**config.mk**
```make
export PLATFORM = sky130hd
export DESIGN_NAME = dbx_debug_unit
export DESIGN_NICKNAME = d
export VERILOG_FILES = /design/src/include/dbx_pkg.sv /design/src/rtl/dbx_bp_compare.sv /design/src/rtl/dbx_step_track.sv /design/src/rtl/dbx_debug_unit.sv
export SDC_FILE = /design/constraint.sdc
export NUM_CORES = 1
export LEC_CHECK = 0
export ABC_AREA = 1
export BUFFER_PORTS_ARGS = -buffer_cell sky130_fd_sc_hd__buf_4
export CORE_UTILIZATION = 58
export CTS_CLUSTER_DIAMETER = 200
export DETAILED_ROUTE_END_ITERATION = 8
export GPL_TIMING_DRIVEN = 0
export PLACE_DENSITY = 0.81
export SKIP_CTS_REPAIR_TIMING = 1
export SYNTH_ARGS = -nofsm -noshare
export SYNTH_HDL_FRONTEND = slang
export SYNTH_SLANG_ARGS = --single-unit
```
**constraint.sdc**
```tcl
create_clock -name core_clk -period 10.2 [get_ports core_clk]
set_input_delay 1.53 -clock core_clk [delete_from_list [all_inputs] [get_ports core_clk]]
set_output_delay 1.53 -clock core_clk [all_outputs]
set_load 0.02 [all_outputs]
```
**src/include/dbx_pkg.sv**
```systemverilog
// Package for the debug exception logic: register map, field layout, vectors.
// Assumes a single core clock and a plain register port from core software.
package dbx_pkg;

  localparam logic [7:0]  OPC_BKPT1    = 8'hcc;
  localparam logic [7:0]  OPC_INTN     = 8'hcd;
  localparam logic [7:0]  VEC_STEP     = 8'h01;
  localparam logic [7:0]  VEC_BKPT     = 8'h03;
  localparam logic [7:0]  VEC_GP       = 8'h0d;
  localparam int          STEP_BIT     = 8;
  localparam int          NUM_BP       = 4;

  // Register indices (word addresses)
  localparam logic [3:0]  ADDR_BP0     = 4'h0;
  localparam logic [3:0]  ADDR_BP3     = 4'h3;
  localparam logic [3:0]  ADDR_STATUS  = 4'h6;
  localparam logic [3:0]  ADDR_CTRL    = 4'h7;
  localparam logic [3:0]  ADDR_IRQ_ST  = 4'h8;
  localparam logic [3:0]  ADDR_IRQ_MSK = 4'h9;

  // Control register layout
  localparam int          CTRL_EN_LSB  = 0;
  localparam int          CTRL_RW_LSB  = 16;
  localparam int          CTRL_RW_W    = 2;
  localparam int          CTRL_LEN_LSB = 18;
  localparam int          CTRL_FLD_STR = 4;

  localparam logic [31:0] CTRL_RESET   = 32'h0000_0000;
  localparam logic [31:0] STATUS_RESET = 32'h0000_0000;
  localparam int          ST_STEP_BIT  = 14;

  // Field encodings
  localparam logic [1:0]  LEN_BYTE     = 2'h0;
  localparam logic [1:0]  LEN_WORD     = 2'h1;
  localparam logic [1:0]  LEN_DWORD    = 2'h3;
  localparam logic [1:0]  RW_EXEC      = 2'h0;
  localparam logic [1:0]  RW_WRITE     = 2'h1;
  localparam logic [1:0]  RW_RDWR      = 2'h3;

  // Interrupt status bits
  localparam int          IRQ_STEP     = 0;
  localparam int          IRQ_BKPT     = 1;
  localparam int          IRQ_BP_FLT   = 2;
  localparam int          IRQ_BP_TRAP  = 3;
  localparam int          IRQ_W        = 4;

  typedef struct packed {
    logic        valid;
    logic [31:0] addr;
    logic        is_fetch;
    logic        is_write;
  } dbx_access_t;

  typedef struct packed {
    logic        done;
    logic [7:0]  opcode;
    logic [7:0]  operand;
    logic [31:0] next_ip;
    logic [31:0] flags;
    logic        prot_mode;
    logic        v86_mode;
    logic [1:0]  cpl;
    logic [1:0]  io_privilege_level;
  } dbx_retire_t;

  typedef struct packed {
    logic        valid;
    logic [7:0]  vector;
    logic        is_fault;
    logic [31:0] return_ip;
  } dbx_exc_t;

endpackage : dbx_pkg

```
**src/rtl/dbx_bp_compare.sv**
```systemverilog
// One breakpoint comparator: address window plus access qualifier.
// Assumes access information arrives already registered in the core clock.
`timescale 1ns/100ps
`default_nettype none
module dbx_bp_compare (
  // Breakpoint setup
  input  wire logic [31:0]          bp_addr,
  input  wire logic [1:0]           size_field,
  input  wire logic [1:0]           access_qualifier_field,
  input  wire logic                 armed,
  // Access under test
  input  wire dbx_pkg::dbx_access_t acc,
  // Result
  output logic                      hit
);
  import dbx_pkg::*;

  logic [31:0] mask;
  logic        kind_ok;

  always_comb begin
    case (size_field)
      LEN_WORD:  mask = 32'hffff_fffe;
      LEN_DWORD: mask = 32'hffff_fffc;
      default:   mask = 32'hffff_ffff;
    endcase
    case (access_qualifier_field)
      RW_EXEC:  kind_ok = acc.is_fetch;
      RW_WRITE: kind_ok = !acc.is_fetch && acc.is_write;
      RW_RDWR:  kind_ok = !acc.is_fetch;
      default:  kind_ok = 1'b0;
    endcase
  end

  // Compare only, memory never patched
  assign hit = armed && acc.valid && kind_ok && ((acc.addr & mask) == (bp_addr & mask));

endmodule : dbx_bp_compare
`default_nettype wire

```
**src/rtl/dbx_step_track.sv**
```systemverilog
// Single-step tracker: decides when a step trap is due at retirement.
// Assumes one retire pulse per completed instruction.
`timescale 1ns/100ps
`default_nettype none
module dbx_step_track (
  // Clock and reset
  input  wire logic core_clk,
  input  wire logic reset,
  input  wire logic clk_en,
  // Retirement
  input  wire logic retire,
  input  wire logic step_flag_now,
  // Result
  output logic      step_due
);
  import dbx_pkg::*;

  logic step_armed_reg;

  // Flag is taken as seen before the retiring instruction began
  always_ff @(posedge core_clk or posedge reset) begin
    if (reset) begin
      step_armed_reg <= 1'b0;
    end else if (clk_en && retire) begin
      step_armed_reg <= step_flag_now;
    end
  end

  // Instruction that sets the flag retires before the trap can fire
  assign step_due = retire && step_armed_reg;

endmodule : dbx_step_track
`default_nettype wire

```
**src/rtl/dbx_debug_unit.sv**
```systemverilog
// Debug exception logic: breakpoint opcode, single step, debug registers.
// Assumes retire and access strobes come from core logic on core_clk.
`timescale 1ns/100ps
`default_nettype none
module dbx_debug_unit (
  // Clock and reset
  input  wire logic                 core_clk,
  input  wire logic                 reset,
  input  wire logic                 clk_en,
  // Register port
  input  wire logic [3:0]           reg_addr,
  input  wire logic [31:0]          reg_wdata,
  input  wire logic                 reg_wr,
  input  wire logic                 reg_rd,
  output logic [31:0]               reg_rdata,
  // Core events
  input  wire dbx_pkg::dbx_access_t access,
  input  wire dbx_pkg::dbx_retire_t retire,
  // Exception request
  output dbx_pkg::dbx_exc_t         exc,
  output logic                      irq
);
  import dbx_pkg::*;

  logic [31:0]       breakpoint_address_regs [NUM_BP];
  logic [31:0]       breakpoint_control_reg;
  logic [31:0]       breakpoint_status_reg;
  logic [IRQ_W-1:0]  irq_status_reg;
  logic [IRQ_W-1:0]  irq_mask_reg;
  logic [IRQ_W-1:0]  irq_event;
  logic [NUM_BP-1:0] hit;
  logic [NUM_BP-1:0] trap_hit_reg;
  logic              fetch_hit;
  logic              data_hit;
  logic              step_due;
  logic              bkpt_op;
  logic              intn_op;
  logic              intn_gp;
  logic              single_step_flag;
  logic              wr_bp;
  dbx_exc_t          exc_next;

  assign single_step_flag = retire.flags[STEP_BIT];

  genvar gi;
  generate
    for (gi = 0; gi < NUM_BP; gi++) begin : g_bp
      logic system_wide_enable;
      logic task_local_enable;
      assign task_local_enable  = breakpoint_control_reg[CTRL_EN_LSB + 2*gi];
      assign system_wide_enable = breakpoint_control_reg[CTRL_EN_LSB + 2*gi + 1];
      dbx_bp_compare u_cmp (
        .bp_addr                (breakpoint_address_regs[gi]),
        .size_field             (breakpoint_control_reg[CTRL_LEN_LSB + CTRL_FLD_STR*gi +: 2]),
        .access_qualifier_field (breakpoint_control_reg[CTRL_RW_LSB + CTRL_FLD_STR*gi +: 2]),
        .armed                  (system_wide_enable || task_local_enable),
        .acc                    (access),
        .hit                    (hit[gi])
      );
    end
  endgenerate

  assign fetch_hit = |hit && access.is_fetch;
  assign data_hit  = |hit && !access.is_fetch;

  dbx_step_track u_step (
    .core_clk      (core_clk),
    .reset         (reset),
    .clk_en        (clk_en),
    .retire        (retire.done),
    .step_flag_now (single_step_flag),
    .step_due      (step_due)
  );

  // One-byte and two-byte forms share the vector-3 path
  assign bkpt_op = retire.done && ((retire.opcode == OPC_BKPT1) ||
                   (retire.opcode == OPC_INTN && retire.operand == VEC_BKPT));
  assign intn_op = retire.done && retire.opcode == OPC_INTN;
  // Only the two-byte form is privilege checked
  assign intn_gp = intn_op && (retire.prot_mode || retire.v86_mode) &&
                   (retire.cpl > retire.io_privilege_level);

  assign wr_bp = clk_en && reg_wr && reg_addr <= ADDR_BP3;

  // Debug address registers
  always_ff @(posedge core_clk or posedge reset) begin
    if (reset) begin
      for (int i = 0; i < NUM_BP; i++) begin
        breakpoint_address_regs[i] <= 32'h0000_0000;
      end
    end else if (wr_bp) begin
      breakpoint_address_regs[reg_addr[1:0]] <= reg_wdata;
    end
  end

  // Control register: all enables clear from reset
  always_ff @(posedge core_clk or posedge reset) begin
    if (reset) begin
      breakpoint_control_reg <= CTRL_RESET;
    end else if (clk_en && reg_wr && reg_addr == ADDR_CTRL) begin
      breakpoint_control_reg <= reg_wdata;
    end
  end

  // Data hits held until the instruction completes
  always_ff @(posedge core_clk or posedge reset) begin
    if (reset) begin
      trap_hit_reg <= '0;
    end else if (clk_en) begin
      if (retire.done) begin
        trap_hit_reg <= data_hit ? hit : '0;
      end else if (data_hit) begin
        trap_hit_reg <= trap_hit_reg | hit;
      end
    end
  end

  // Status: software writes, hardware hits set bits and win
  always_ff @(posedge core_clk or posedge reset) begin
    if (reset) begin
      breakpoint_status_reg <= STATUS_RESET;
    end else if (clk_en) begin
      logic [31:0] st;
      st = breakpoint_status_reg;
      if (reg_wr && reg_addr == ADDR_STATUS) begin
        st = reg_wdata;
      end
      if (fetch_hit) begin
        st[NUM_BP-1:0] = st[NUM_BP-1:0] | hit;
      end
      if (retire.done) begin
        st[NUM_BP-1:0] = st[NUM_BP-1:0] | trap_hit_reg;
      end
      if (step_due) begin
        st[ST_STEP_BIT] = 1'b1;
      end
      breakpoint_status_reg <= st;
    end
  end

  // Priority: execute fault first, then general-protection, then traps
  always_comb begin
    exc_next = '0;
    if (fetch_hit) begin
      exc_next.valid     = 1'b1;
      exc_next.vector    = VEC_STEP;
      exc_next.is_fault  = 1'b1;
      exc_next.return_ip = access.addr;
    end else if (intn_gp) begin
      exc_next.valid     = 1'b1;
      exc_next.vector    = VEC_GP;
      exc_next.is_fault  = 1'b1;
      exc_next.return_ip = retire.next_ip;
    end else if (retire.done && (step_due || |trap_hit_reg)) begin
      exc_next.valid     = 1'b1;
      exc_next.vector    = VEC_STEP;
      exc_next.return_ip = retire.next_ip;
    end else if (bkpt_op) begin
      exc_next.valid     = 1'b1;
      exc_next.vector    = VEC_BKPT;
      exc_next.return_ip = retire.next_ip;
    end else if (intn_op) begin
      exc_next.valid     = 1'b1;
      exc_next.vector    = retire.operand;
      exc_next.return_ip = retire.next_ip;
    end
  end

  always_ff @(posedge core_clk or posedge reset) begin
    if (reset) begin
      exc <= '0;
    end else if (clk_en) begin
      exc <= exc_next;
    end
  end

  assign irq_event[IRQ_STEP]    = step_due;
  assign irq_event[IRQ_BKPT]    = bkpt_op;
  assign irq_event[IRQ_BP_FLT]  = fetch_hit;
  assign irq_event[IRQ_BP_TRAP] = retire.done && |trap_hit_reg;

  // Sticky events: a new event wins over a write-one clear
  always_ff @(posedge core_clk or posedge reset) begin
    if (reset) begin
      irq_status_reg <= '0;
    end else if (clk_en) begin
      if (reg_wr && reg_addr == ADDR_IRQ_ST) begin
        irq_status_reg <= (irq_status_reg & ~reg_wdata[IRQ_W-1:0]) | irq_event;
      end else begin
        irq_status_reg <= irq_status_reg | irq_event;
      end
    end
  end

  always_ff @(posedge core_clk or posedge reset) begin
    if (reset) begin
      irq_mask_reg <= '0;
    end else if (clk_en && reg_wr && reg_addr == ADDR_IRQ_MSK) begin
      irq_mask_reg <= reg_wdata[IRQ_W-1:0];
    end
  end

  // Registered output lags status by one cycle
  always_ff @(posedge core_clk or posedge reset) begin
    if (reset) begin
      irq <= 1'b0;
    end else if (clk_en) begin
      irq <= |(irq_status_reg & irq_mask_reg);
    end
  end

  always_ff @(posedge core_clk or posedge reset) begin
    if (reset) begin
      reg_rdata <= 32'h0000_0000;
    end else if (clk_en) begin
      reg_rdata <= 32'h0000_0000;
      if (reg_rd) begin
        case (reg_addr)
          4'h0, 4'h1, 4'h2, 4'h3: reg_rdata <= breakpoint_address_regs[reg_addr[1:0]];
          ADDR_STATUS:  reg_rdata <= breakpoint_status_reg;
          ADDR_CTRL:    reg_rdata <= breakpoint_control_reg;
          ADDR_IRQ_ST:  reg_rdata <= {{(32-IRQ_W){1'b0}}, irq_status_reg};
          ADDR_IRQ_MSK: reg_rdata <= {{(32-IRQ_W){1'b0}}, irq_mask_reg};
          default:      reg_rdata <= 32'h0000_0000;
        endcase
      end
    end
  end

endmodule : dbx_debug_unit
`default_nettype wire

```
# Word level (Yosys, flattened, before mapping)
# Cells that the tools add are included.
[word_totals] regBits=280 mem_bits_ro=0 input_bits=163 word_cells=159 output_inout_bits=75 mem_count=0 mem_bits_rw=0 latch_bits=0
[op_classes] multipliers=0 shift=0 add_sub_neg=0 n_mux=36 n_reduce_logical=52 n_div=0 n_eq_ne=32 bitwise_logic=17 magnitude_cmp=4
[op_table] operator="32-bit two-way mux" count=10
[op_table] operator="32-bit bitwise AND" count=8
[op_table] operator="32-bit one-hot mux with 5 select lines" count=1
[op_table] operator="128-bit bitwise mux" count=1
[op_table] operator="32-bit equality test" count=4
[op_table] operator="32-bit binary-select mux with 2-bit select" count=1
[op_table] operator="32-bit demux with 2-bit select" count=1
[op_table] operator="42-bit two-way mux" count=1
[op_table] operator="9-bit two-way mux" count=4
[op_table] operator="1-bit logical AND" count=31
[op_table] operator="4-bit two-way mux" count=7
[op_table] operator="4-bit OR" count=5
[op_table] operator="2-bit by 1-bit equality test with 1-bit output (second input constant)" count=8
[op_table] operator="2-bit equality test (second input constant)" count=8
[op_table] operator="8-bit equality test (second input constant)" count=2
[op_table] operator="2-bit one-hot mux with 2 select lines" count=4
[op_table] operator="4-bit OR reduction" count=4
[op_table] operator="1-bit one-hot mux with 3 select lines" count=4
[op_table] operator="4-bit bitwise AND" count=2
[op_table] operator="4-bit by 2-bit equality test with 1-bit output (second input constant)" count=2
[op_table] operator="4-bit by 3-bit equality test with 1-bit output (second input constant)" count=2
[op_table] operator="4-bit equality test (second input constant)" count=2
[op_table] operator="8-bit by 2-bit equality test with 1-bit output (second input constant)" count=1
[op_table] operator="2-bit zero test" count=4
[op_table] operator="other kinds (15)" count=24

# Longest topological paths before layout
# Gate-level depths: netlist of the first run.
[logic_depth] depth_word=11 mapped_depth=15 ltp_nobuf=14

# By module
# Synthesis of the first run repeated with hierarchy kept, for this count alone.
[unflattened] hier_cells=2148 area_unflattened_um2=14981.9
[by_module_without_submodules] module="dbx_debug_unit" cells_per_inst=1564 area_each_um2=12446.9 n_inst=1 seq_area_each_um2=6981.7
[by_module_without_submodules] module="dbx_bp_compare" cells_per_inst=144 area_each_um2=620.6 n_inst=4 seq_area_each_um2=0.0
[by_module_without_submodules] module="dbx_step_track" cells_per_inst=8 area_each_um2=52.6 n_inst=1 seq_area_each_um2=25.0

# Worst setup path after synthesis of the first run
# No wires, ideal clock.
[synth_timing] kind="input port to flip-flop" from="in access[1] (netlist name)" to="reg exc[0] (netlist name)" path_buffers=2 setup_slack_ns=7.308 setup_time_ns=0.125 required_time_ns=10.075 arrival_time_ns=2.767 path_stages=14 path_cell_list="buf_2 inv_2 nand2_1 o21ai_0 nand2_1 nor2_1 nand3_1 nor2_1 nor2_1 nand2_4 nand2_4 buf_6 nand2_1 nand3_1"
[synth_between] elab_chain_cells=8 elab_cells_between_ends=17 classes_between="mux: 5; reduce/logical: 12"
[synth_rtl] element="from (decl)" line="dbx_debug_unit.sv:17" text="input wire dbx_pkg::dbx_access_t access,"
[synth_rtl] element="1-bit zero test" line="dbx_bp_compare.sv:29, dbx_bp_compare.sv:30"
[synth_rtl] element="1-bit logical AND" line="dbx_bp_compare.sv:29" text="RW_WRITE: kind_ok = !acc.is_fetch && acc.is_write;"
[synth_rtl] element="1-bit one-hot mux with 3 select lines" line="dbx_bp_compare.sv:27" text="case (access_qualifier_field)"
[synth_rtl] element="1-bit logical AND (2 in series)" line="dbx_bp_compare.sv:36" text="assign hit = armed && acc.valid && kind_ok && ((acc.addr & mask) == (bp_addr & mask));"
[synth_rtl] element="4-bit OR reduction" line="dbx_debug_unit.sv:63" text="assign fetch_hit = |hit && access.is_fetch;"
[synth_rtl] element="1-bit logical AND *" line="dbx_debug_unit.sv:63"
[synth_rtl] element="42-bit two-way mux *" line="dbx_debug_unit.sv:144" text="if (fetch_hit) begin"
[synth_rtl] element="to (signal assigned)" line="dbx_debug_unit.sv:173" text="exc <= exc_next;"
[synth_rtl] element="to (decl)" line="dbx_debug_unit.sv:20" text="output dbx_pkg::dbx_exc_t exc,"
# Every way passes the cells marked *; elsewhere a longest branch is shown, timed or not.
# A chain may end at the register's enable or synchronous reset.

# Final worst setup path of the first run
[layout_timing] from="in access[1] (netlist name)" to="reg exc[21] (netlist name)"
# Same word-level chain as after synthesis.

==> impl_summary.txt, run 1 <==
----------------------------------------------------
[Run status]
  Outcome ... finished clean

[Route]
  Top metal layer carrying routed signals ... met4
  DRC violations left ... 0
  Number of vias after detailed routing ... 16500
  Initial DRC count ... 2944
  Met2 routed WL ... 28.2 mm
  Wire length per cell ... 24.6 um
  Routed met1 length ... 22.8 mm
  Routed via count divided by cell count ... 6.32
  Number of iterations in the first detailed-routing pass ... 6
  Length of routed met3 wiring ... 8.72 mm
  Total length of routed wires ... 64.4 mm
  ANT nets after route ... 0

[Logic synthesis]
  Fraction of synthesized cell area taken by the top area cell type ... 46.4%
  Syn Area/Cell ... 7.41 um2
  Compound-gate portion of the synthesized area ... 15.9%
  Cells after Synth ... 2037
  Library cells used by synthesis ... 47
  Most used standard cells in the synthesized netlist ... sky130_fd_sc_hd__nand2_1 (646), sky130_fd_sc_hd__dfrtp_1 (280), sky130_fd_sc_hd__o21ai_0 (254)
  Post-synth net total ... 2202
  Share of the synthesized netlist area taken by xor and xnor gates ... 2.61%
  Fraction of the mapped netlist area in simple logic gates ... 26.4%
  Cell taking the most area after synthesis ... sky130_fd_sc_hd__dfrtp_1
  Top area cells in the synthesized netlist ... sky130_fd_sc_hd__dfrtp_1 (46%), sky130_fd_sc_hd__nand2_1 (16%), sky130_fd_sc_hd__o21ai_0 (8.4%), sky130_fd_sc_hd__inv_1 (5.1%), sky130_fd_sc_hd__nor2_1 (4.1%)
  Number of enable flip-flop cells after synthesis ... 0
  Post-synth ARST share ... 100%
  Total number of yosys warnings ... 0
  Sequential share of the synthesized area ... 46.4%
  Predominant post-synthesis flop cell ... sky130_fd_sc_hd__dfrtp_1
  Mux contribution to synthesized area ... 0.0746%
  Adder-cell area share of the yosys netlist ... 0.166%
  Most frequent cell after synthesis ... sky130_fd_sc_hd__nand2_1
  Synth Cell Area ... 15100 um2
  Combinational family with the most area after synthesis ... simple AND/OR/NAND/NOR gates
  Flip-flop and latch count after synthesis ... 280

[Floorplan]
  Area of the core ... 25300 um2
  Floorplan row count ... 58
  Number of ports placed on the die boundary ... 238
  Chip Height ... 163 um
  Die outline width ... 163 um
  Die area ... 26700 um2
  Starting utilization of the core area ... 59.6%

[Critical path]
  Cells on worst reg2reg path ... 13
  R2r setup slk ... 7.66 ns
  Worst r2r src ... breakpoint_control_reg[29]
  Arrival time of the worst setup path ... 3.87 ns
  Setup crit start kind ... primary input
  Critical path buffer and inverter count ... 3
  Startpoint of the most critical setup path ... access[1]
  CP endpoint kind ... flop
  Cells along the critical path ... buf_2 > inv_2 > nand2_1 > o21ai_1 > nand2_1 > nor2_1 > nand3_1 > nor2_1 > nor2_1 > nand2_4 > nand2_4 > buf_6 > nand2_1 > nand3_1
  Data required time of the critical path ... 10.63 ns
  Worst path max stage delay ... 0.39 ns
  Crit path depth ... 14
  Category of cells accounting for the largest share of critical-path delay ... simple AND/OR/NAND/NOR gates
  Master of the slowest instance on the critical path ... sky130_fd_sc_hd__nor2_1
  Largest driver fanout on the critical path ... 10
  Endpoint of the worst-slack reg-to-reg timing path ... exc[21]
  WS Path Type ... primary input to flop

[Run]
  Max-cap violation count ... 0

[Final layout]
  Flip-flop count of the largest register, all copies and words added ... 128
  Synth-to-layout area growth ... 19.7%
  Utilization of the core after routing ... 71.3%
  Regs by FF count ... breakpoint_address_regs: 128 flops, exc: 42 flops
  Final #Nets ... 2427
  Antenna cell count ... 0
  Layout cells sized above 1 ... 13.7%
  Cell Count, Final, Fillers Out ... 2615
  Register bank with the most flops ... breakpoint_address_regs

[Clock network]
  CTS tree ... built
  Maximum level of the CTS H-tree ... 1
  Clock-pin transition on the worst setup and hold timing paths ... 0.06 ns
  CTS sink count ... 280
  Clock root buffer ... sky130_fd_sc_hd__clkbuf_16
  Num CTS Buffers ... 29
  Buffer depth of the longest clock path ... 3
  Clock latency reported for the late side of the worst-skew pair ... 0.57 ns

[Hold path]
  Hold wc startpoint ... reg_rdata[20]
  Number of cells traversed by the worst hold path ... 2
  Class of the tightest hold or removal check ... flop to flop
  Hold Path End ... reg_rdata[20]

[Power]
  Lkg Pwr ... 0.00922 uW
  Power density over the cells ... 186 nW/um2
  VDD IR-drop max ... 0.000181 V
  Post-route total power ... 3360 uW

[STA]
  Fin. Hold Viols ... 0
  Worst slew pin tran ... 1.06 ns
  Share of the clock period used by the worst path ... 33.7%
  Setup repair after global routing missed its margin ... false
  Min cycle time layout ... 3.43 ns
  Max Slew Vio Count ... 0
  Relative slew margins ... 29.5%
  Peak clock frequency supported by timing ... 291 MHz
  Largest clock skew in the final design ... 0.0247 ns
  Setup violation total in the final timing report ... 0

[Global routing]
  Wire length of the first global-routing pass ... 93.6 mm
  Total congestion overflow ... 0
  Total routing resource utilization after global routing ... 48.4%
  Initial antenna violation count ... 0
  Vias in the first global route ... 15700
  Maximum number of pins on one net before global-route repair ... 123

[Placement]
  Total placed cells including tap cells ... 2561
  Number of port buffers ... 192
  Final RePlAce weighted congestion ... 1.14
  Final HPWL DP ... 48.9 mm

----------------------------------------------------
[logic make-up (layout without fill, tap and decap cells)]
| kind of cell | after synthesis | count (layout) |
|---|---|---|
| AND/OR/NAND/NOR | 973 | 973 |
| flip-flops | 280 | 280 |
| adder cells (fa/ha/maj) | 2 | 2 |
| multiplexers | 1 | 1 |
| buffers and inverters | 322 | 570 |
| AO/OA/AOI/OAI | 414 | 414 |
| XOR/XNOR | 45 | 45 |
[per-layer routing]
layer	vias up	GRT usage, %
met4	0	30.4
met5	-	0
met1	7675	60.5
met3	301	12.3
li1	7065	-
met2	1488	75.0
[where the power goes]
part,total [uW],switching (uW),internal [uW]
Sequential,1450,182,1270
Combinational,713,469,244
Clock,1190,489,703
Total,3360,1140,2220
[layout by cell type (no fill, tap or decap), drive strengths merged, types with 26 or more instances in the layout]
cell	instances
inv	223
dfrtp	280
xor2	26
buf	225
nand3	70
clkbuf	103
nor2	169
nand2	649
a21oi	43
nand4	46
a22oi	52
o21ai	266
[how the worst max path moves through the flow]
stage	to	slack, ns
floorplan	breakpoint_address_regs[0]	0.95
global placement	breakpoint_status_reg[14]	-1.81
detailed placement	exc[21]	6.33
CTS	exc[21]	6.90
global route	exc[21]	6.72
finish	exc[21]	6.77
[through the flow]
stage	setup TNS [ns]	setup WS [ns]	hold slack, ns	area (um2)
global route	0	6.72	0.499	18100
finish	0	6.77	0.485	18100
global placement	-497.81	-1.81	0.466	16900
detailed placement	0	6.33	0.470	17000
floorplan	0	0.948	0.453	15100
CTS	0	6.90	0.491	18100
[tightest hold or removal path: cells and delay by family (launching register included)]
kind	cells	cell delay, ns
compound gates	1	0.06
flops	1	0.34
simple gates	1	0.05
[cell type report]
cell class                      count  area, um2
Clock buffer                       34        785
Timing Repair Buffer              194       1500
Tap cell                          330        413
Inverter                          222        841
Buffer                            100        448
Fill cell                        1908       7270
Clock inverter                     20        269
Multi-Input combinational cell   1435       6800
Sequential cell                   280       7010
No activity file was read; power rests on OpenSTA's default activity.
==> run 2, diff against run 1 <==
--- a/config.mk
+++ b/config.mk
@@ -5,13 +5,13 @@
 export SDC_FILE = /design/constraint.sdc
 export NUM_CORES = 1
 export LEC_CHECK = 0
-export ABC_AREA = 1
+export ABC_AREA = 0
 export BUFFER_PORTS_ARGS = -buffer_cell sky130_fd_sc_hd__buf_4
-export CORE_UTILIZATION = 58
+export CORE_UTILIZATION = 51
 export CTS_CLUSTER_DIAMETER = 200
 export DETAILED_ROUTE_END_ITERATION = 8
 export GPL_TIMING_DRIVEN = 0
-export PLACE_DENSITY = 0.81
+export PLACE_DENSITY = 0.76
 export SKIP_CTS_REPAIR_TIMING = 1
 export SYNTH_ARGS = -nofsm -noshare
 export SYNTH_HDL_FRONTEND = slang
==> constraint.sdc (replaced) <==
create_clock -name core_clk -period 3.07 [get_ports core_clk]
set_input_delay 0.4605 -clock core_clk [delete_from_list [all_inputs] [get_ports core_clk]]
set_output_delay 0.4605 -clock core_clk [all_outputs]
set_load 0.02 [all_outputs]
==> run 2 against run 1 <==
  * Clock skew down 0.0020 ns
  * Synthesized area down 6.5%
  * Sequential power rose to 3.3 times the previous value
  * Power grew to 3.2 times the previous value
  * Largest cell class unchanged
  * Global-route usage decreased by 17 points
  * Die area grew 6.2%
  * Highest routed layer unchanged
  * Largest power group unchanged
  * Clock power grew to 3.3 times the previous value
  * Register-to-register slack got worse by 7.5 ns
  * Critical endpoint is now exc[9]
  * Via count is 36% lower
  * Combinational power rose to 2.8 times the previous value
==> impl_summary.txt, run 2 <==
----------------------------------------------------
[Run status]
  Outcome ... finished clean

[Global routing]
  Initial antenna violation count ... 1
  Wire length of the first global-routing pass ... 66.5 mm
  Total routing resource utilization after global routing ... 31.4%
  Total congestion overflow ... 0
  Vias in the first global route ... 10700
  Maximum number of pins on one net before global-route repair ... 42

[STA]
  Worst slew pin tran ... 1.37 ns
  Share of the clock period used by the worst path ... 94.1%
  Peak clock frequency supported by timing ... 346 MHz
  Min cycle time layout ... 2.89 ns
  Sum Neg Setup Slack ... 0 ns
  Fin. Hold Viols ... 0
  Setup violation total in the final timing report ... 0
  Setup repair after global routing missed its margin ... false
  Worst setup slack after layout ... 0.181 ns
  Relative slew margins ... 7.66%
  Worst-case hold slack ... 0.0326 ns
  Largest clock skew in the final design ... 0.0226 ns
  Max Slew Vio Count ... 0

[Critical path]
  Worst path max stage delay ... 0.63 ns
  CP dominant cell by count ... sky130_fd_sc_hd__buf_6
  Largest driver fanout on the critical path ... 10
  Setup crit start kind ... flop
  Data required time of the critical path ... 3.47 ns
  Arrival time of the worst setup path ... 3.28 ns
  Cells along the critical path ... xnor2_1 > o21ai_1 > a2111oi_4 > o41ai_1 > buf_6 > buf_6 > mux2i_1 > a21oi_1
  Category of cells accounting for the largest share of critical-path delay ... compound AO/OA/AOI/OAI gates
  WS Path Type ... flop to flop
  Critical path buffer and inverter count ... 2
  CP endpoint kind ... flop
  Master of the slowest instance on the critical path ... sky130_fd_sc_hd__a2111oi_4

[Final layout]
  Final design area excluding fillers ... 17000 um2
  Synth-to-layout area growth ... 20.6%
  Final #Nets ... 1499
  Regs by FF count ... breakpoint_address_regs: 128 flops, exc: 42 flops
  Most frequent cells in the layout ... sky130_fd_sc_hd__dfrtp_1 (280), sky130_fd_sc_hd__buf_4 (170), sky130_fd_sc_hd__xor2_1 (121), sky130_fd_sc_hd__mux2_2 (103), sky130_fd_sc_hd__mux2_1 (89)
  Flip-flop count of the largest register, all copies and words added ... 128
  Layout cells sized above 1 ... 31.2%
  Register bank with the most flops ... breakpoint_address_regs
  Most frequent standard cell in the layout excluding fill and tap cells ... sky130_fd_sc_hd__dfrtp_1

[Logic synthesis]
  Post-synth ARST share ... 100%
  Fraction of synthesized cell area taken by the top area cell type ... 49.7%
  Synth Cell Area ... 14100 um2
  Post-synth net total ... 1291
  Most used standard cells in the synthesized netlist ... sky130_fd_sc_hd__dfrtp_1 (280), sky130_fd_sc_hd__xor2_1 (121), sky130_fd_sc_hd__mux2_2 (103)
  Sequential share of the synthesized area ... 49.7%
  Total number of yosys warnings ... 0
  Number of enable flip-flop cells after synthesis ... 0
  Library cells used by synthesis ... 44
  Predominant post-synthesis flop cell ... sky130_fd_sc_hd__dfrtp_1
  Top area cells in the synthesized netlist ... sky130_fd_sc_hd__dfrtp_1 (50%), sky130_fd_sc_hd__mux2_2 (8.2%), sky130_fd_sc_hd__xor2_1 (7.5%), sky130_fd_sc_hd__mux2_1 (7.1%), sky130_fd_sc_hd__mux4_2 (5.1%)
  Flip-flop and latch count after synthesis ... 280
  Cell taking the most area after synthesis ... sky130_fd_sc_hd__dfrtp_1
  Syn Area/Cell ... 12.5 um2
  Cells after Synth ... 1126
  Most frequent cell after synthesis ... sky130_fd_sc_hd__dfrtp_1

[Clock network]
  CTS tree ... built
  Clock latency reported for the late side of the worst-skew pair ... 0.56 ns
  Maximum level of the CTS H-tree ... 1
  Buffer depth of the longest clock path ... 3
  Num CTS Buffers ... 29
  Clock root buffer ... sky130_fd_sc_hd__clkbuf_16
  Clock-pin transition on the worst setup and hold timing paths ... 0.06 ns
  CTS sink count ... 280

[Route]
  Number of vias after detailed routing ... 10500
  DRC violations left ... 0
  ANT nets after route ... 0
  Total length of routed wires ... 43.6 mm
  Initial DRC count ... 990
  Number of iterations in the first detailed-routing pass ... 5
  Routed via count divided by cell count ... 6.20
  Wire length per cell ... 25.7 um

[Placement]
  Placed cell areas ... 16000 um2
  Post-Place Worst Slack ... -0.159 ns
  Final HPWL DP ... 32.5 mm
  Number of port buffers ... 170
  Final RePlAce weighted congestion ... 0.985

[Floorplan]
  Chip Height ... 168 um
  Die area ... 28300 um2
  Die outline width ... 168 um
  Floorplan row count ... 60
  Area of the core ... 27000 um2
  Number of ports placed on the die boundary ... 238
  Starting utilization of the core area ... 52.2%

[Power]
  Lkg Pwr ... 0.00800 uW
  VDD IR-drop max ... 0.000396 V
  Power density over the cells ... 625 nW/um2
  Post-route total power ... 10600 uW

[Run]
  Max-cap violation count ... 0

[Hold path]
  Class of the tightest hold or removal check ... primary input to asynchronous set/reset pin

----------------------------------------------------
==> run 2: cell types whose count changed in the layout (fill, tap and decap cells not counted), moves of 31 or more <==
cell                        previous run  this run
sky130_fd_sc_hd__o2bb2ai_1             0        39
sky130_fd_sc_hd__mux2i_1               0        36
sky130_fd_sc_hd__mux4_2                0        32
sky130_fd_sc_hd__nand2_1             646        36
sky130_fd_sc_hd__a22oi_1              52         6
sky130_fd_sc_hd__nor2_1              164        51
sky130_fd_sc_hd__mux2_2                1       103
sky130_fd_sc_hd__and2_1                2        33
sky130_fd_sc_hd__nand4_1              46         9
sky130_fd_sc_hd__nand3_1              70         5
sky130_fd_sc_hd__o21ai_0             254        13
sky130_fd_sc_hd__xor2_1               26       121
sky130_fd_sc_hd__inv_1               204        10
sky130_fd_sc_hd__mux2_1                0        89
==> run 2: final cells by class <==
type                            instances  area, um2
Timing Repair Buffer                  177       1420
Clock inverter                         14        230
Buffer                                 96        460
Antenna cell                            1       2.50
Clock buffer                           39        813
Fill cell                            2099      10000
Tap cell                              341        427
Inverter                               11       45.0
Multi-Input combinational cell        739       6610
Sequential cell                       280       7010
==> run 2: logic make-up after synthesis <==
family,after synthesis,share of synthesized area (%)
AO/OA/AOI/OAI,161,8.84
flip-flops,280,49.7
XOR/XNOR,128,7.95
buffers and inverters,107,3.56
adder cells (fa/ha/maj),2,0.177
AND/OR/NAND/NOR,188,6.81
multiplexers,260,23.0
==> run 2: power breakdown <==
group	internal (uW)	switching, uW
Clock	2360	1510
Combinational	962	1030
Sequential	4260	509
Total	7580	3050
==> run 2: worst reg2reg max path, cell delays in order, from the launching register on <==
cell and delay [ns]:
sky130_fd_sc_hd__dfrtp_1 0.40, sky130_fd_sc_hd__xnor2_1 0.54, sky130_fd_sc_hd__o21ai_1 0.28, sky130_fd_sc_hd__a2111oi_4 0.63, sky130_fd_sc_hd__o41ai_1 0.18, sky130_fd_sc_hd__buf_6 0.18, sky130_fd_sc_hd__buf_6 0.16, sky130_fd_sc_hd__mux2i_1 0.27
sky130_fd_sc_hd__a21oi_1 0.11
==> run 2: per-layer routing <==
layer  track usage, %  wire (um)  vias up
met5                0          0        -
met4             12.2       1630        0
met3             7.26       4210       96
met2             48.7      19700      550
met1             42.9      18000     5340
li1                 -          -     4536
==> run 2: path summary, 6_finish.rpt <==
path                                              from                        end  slack, ns  cells after the start
min reg2reg                  breakpoint_status_reg[16]  breakpoint_status_reg[16]       0.49                      1
min in group core_clk                       retire[14]      u_step.step_armed_reg       0.15                      2
max in group asynchronous                        reset               reg_rdata[2]       1.80                      5
max reg2reg                breakpoint_address_regs[97]                     exc[9]       0.18                      8
min                                              reset                    exc[20]       0.03                      2
max                        breakpoint_address_regs[97]                     exc[9]       0.18                      8
==> run 2: stage by stage <==
step / instances / util (%)
after detailed placement: 1644 / 59.0
final: 1698 / 62.9
after CTS: 1697 / 62.9
after global routing: 1698 / 62.9
after global placement: 1637 / 58.5
after floorplan: 1126 / -
==> run 3, diff against run 2 <==
--- a/config.mk
+++ b/config.mk
@@ -7,7 +7,9 @@
 export LEC_CHECK = 0
 export ABC_AREA = 0
 export BUFFER_PORTS_ARGS = -buffer_cell sky130_fd_sc_hd__buf_4
-export CORE_UTILIZATION = 51
+export CELL_PAD_IN_SITES_DETAIL_PLACEMENT = 1
+export CELL_PAD_IN_SITES_GLOBAL_PLACEMENT = 1
+export CORE_UTILIZATION = 41
 export CTS_CLUSTER_DIAMETER = 200
 export DETAILED_ROUTE_END_ITERATION = 8
 export GPL_TIMING_DRIVEN = 0
==> constraint.sdc (replaced) <==
create_clock -name core_clk -period 2.6 [get_ports core_clk]
set_input_delay 0.39 -clock core_clk [delete_from_list [all_inputs] [get_ports core_clk]]
set_output_delay 0.39 -clock core_clk [all_outputs]
set_load 0.02 [all_outputs]
==> run 3 against run 2 <==
  * Largest cell class unchanged
  * Cell area grew 2.7%
  * Combinational power grew 23%
  * Critical path type unchanged
  * The flow now finishes with violations (setup timing)
  * Clock skew shrank 0.0014 ns
  * Clock-buffer cell count grew 1
==> impl_summary.txt, run 3 (synthesized netlist as in run 2, its figures left out) <==
----------------------------------------------------
[Power]
  Lkg Pwr ... 0.00808 uW
  Post-route total power ... 12500 uW
  Power density over the cells ... 714 nW/um2
  VDD IR-drop max ... 0.000530 V

[Critical path]
  CP endpoint kind ... flop
  WS Path Type ... flop to flop
  Arrival time of the worst setup path ... 3.15 ns
  Data required time of the critical path ... 3.08 ns
  Largest driver fanout on the critical path ... 10
  Setup crit start kind ... flop

[STA]
  Worst setup slack after layout ... -0.0655 ns
  Setup repair after global routing missed its margin ... true
  Fin. Hold Viols ... 0
  Worst slew pin tran ... 0.941 ns
  Share of the clock period used by the worst path ... 103%
  Relative slew margins ... 37.3%
  Min cycle time layout ... 2.67 ns
  Largest clock skew in the final design ... 0.0213 ns
  Worst-case hold slack ... 0.0668 ns
  Peak clock frequency supported by timing ... 375 MHz
  Max Slew Vio Count ... 0
  Setup violation total in the final timing report ... 33

[Clock network]
  CTS tree ... built
  CTS sink count ... 280
  Num CTS Buffers ... 31
  Clock-pin transition on the worst setup and hold timing paths ... 0.07 ns
  Clock root buffer ... sky130_fd_sc_hd__clkbuf_16
  Buffer depth of the longest clock path ... 3
  Maximum level of the CTS H-tree ... 1
  Clock latency reported for the late side of the worst-skew pair ... 0.57 ns

[Floorplan]
  Chip Height ... 187 um
  Floorplan row count ... 67
  Area of the core ... 33700 um2
  Die outline width ... 187 um
  Number of ports placed on the die boundary ... 238
  Starting utilization of the core area ... 41.9%
  Die area ... 35100 um2

[Placement]
  Final HPWL DP ... 35.8 mm
  Final RePlAce weighted congestion ... 0.957
  Number of port buffers ... 170

[Global routing]
  Vias in the first global route ... 11300
  Global routing met1 resource utilization ... 36.5%
  Initial antenna violation count ... 1
  Maximum number of pins on one net before global-route repair ... 42
  Total routing resource utilization after global routing ... 27.3%
  Total congestion overflow ... 0
  Global routing's busiest layer ... met2
  Global-route met2 utilization ... 43.5%
  Met3 usage ... 6.06%
  Wire length of the first global-routing pass ... 72.5 mm

[Final layout]
  Layout cells sized above 1 ... 34.2%
  Most frequent cells in the layout ... sky130_fd_sc_hd__dfrtp_1 (280), sky130_fd_sc_hd__buf_4 (178), sky130_fd_sc_hd__xor2_1 (118), sky130_fd_sc_hd__mux2_2 (103), sky130_fd_sc_hd__mux2_1 (89)
  Flip-flop count of the largest register, all copies and words added ... 128
  Register bank with the most flops ... breakpoint_address_regs
  Most frequent standard cell in the layout excluding fill and tap cells ... sky130_fd_sc_hd__dfrtp_1
  Final #Nets ... 1514
  Regs by FF count ... breakpoint_address_regs: 128 flops, exc: 42 flops
  Synth-to-layout area growth ... 23.8%

[Route]
  Initial DRC count ... 988
  Wire length per cell ... 26.4 um
  Number of iterations in the first detailed-routing pass ... 5
  Number of vias after detailed routing ... 10700
  ANT nets after route ... 0
  Routed via count divided by cell count ... 5.89
  Total length of routed wires ... 48.1 mm
  DRC violations left ... 0

[Run status]
  Outcome ... finished with violations
  Violations in the final reports ... setup timing

[Hold path]
  Class of the tightest hold or removal check ... primary input to flop

[Run]
  Max-cap violation count ... 0

----------------------------------------------------
run 3: final cells by class:
class	count	area, um2
diodes	1	2.50
plain buffers	96	495
clock buffers	40	850
clock inverters	17	146
fillers	3481	16200
inverters	11	45.0
multi-input cells	739	6800
flip-flops and latches	280	7010
well taps	448	561
repair buffers	190	1550
run 3: layer usage:
metal  vias to the layer above  part of all wire (%)  routed length (um)
li1                       4548                     -                   -
met1                      5604                    42               20000
met2                       484                    47               22400
met3                        99                   8.2                3920
met4                         0                   3.6                1750
met5                         -                     0                   0
run 3: through the flow:
step	utilization, %	setup TNS [ns]	worst slack (ns)	cell area (um2)	instances
after floorplan	-	-419.25	-1.50	14100	1126
after global placement	47.3	-957.88	-3.24	15900	1744
after detailed placement	47.8	-74.61	-0.572	16100	1752
after CTS	50.7	-13.65	-0.472	17100	1809
after global routing	51.8	-2.16	-0.0932	17500	1821
final	51.8	-1.04	-0.0655	17500	1822
run 3: final timing paths:
path	from	to	depth (start not counted)	slack (ns)
min reg2reg	breakpoint_status_reg[16]	breakpoint_status_reg[16]	1	0.49
max reg2reg	breakpoint_address_regs[109]	exc[9]	10	-0.07
max in group asynchronous	reset	breakpoint_control_reg[12]	7	0.92
max	breakpoint_address_regs[109]	exc[9]	10	-0.07
min	retire[14]	u_step.step_armed_reg	2	0.07
min in group asynchronous	reset	exc[27]	3	0.40
run 3: worst max-delay path, stage by stage, from the launching register on:
cell and delay, ns:
sky130_fd_sc_hd__dfrtp_1 0.41, sky130_fd_sc_hd__xor2_1 0.20, sky130_fd_sc_hd__nor4_1 0.43, sky130_fd_sc_hd__nand4_1 0.21, sky130_fd_sc_hd__a2111oi_4 0.35, sky130_fd_sc_hd__buf_4 0.22
sky130_fd_sc_hd__o41ai_4 0.10, sky130_fd_sc_hd__buf_8 0.18, sky130_fd_sc_hd__buf_12 0.16, sky130_fd_sc_hd__mux2i_4 0.19, sky130_fd_sc_hd__a21oi_2 0.13
run 3: power breakdown:
group / internal [uW] / switching (uW) / leakage, uW
registers: 5030 / 624 / 0.00360
clock network: 2490 / 1850 / 0.000493
logic: 1170 / 1300 / 0.00399
total: 8690 / 3770 / 0.00808
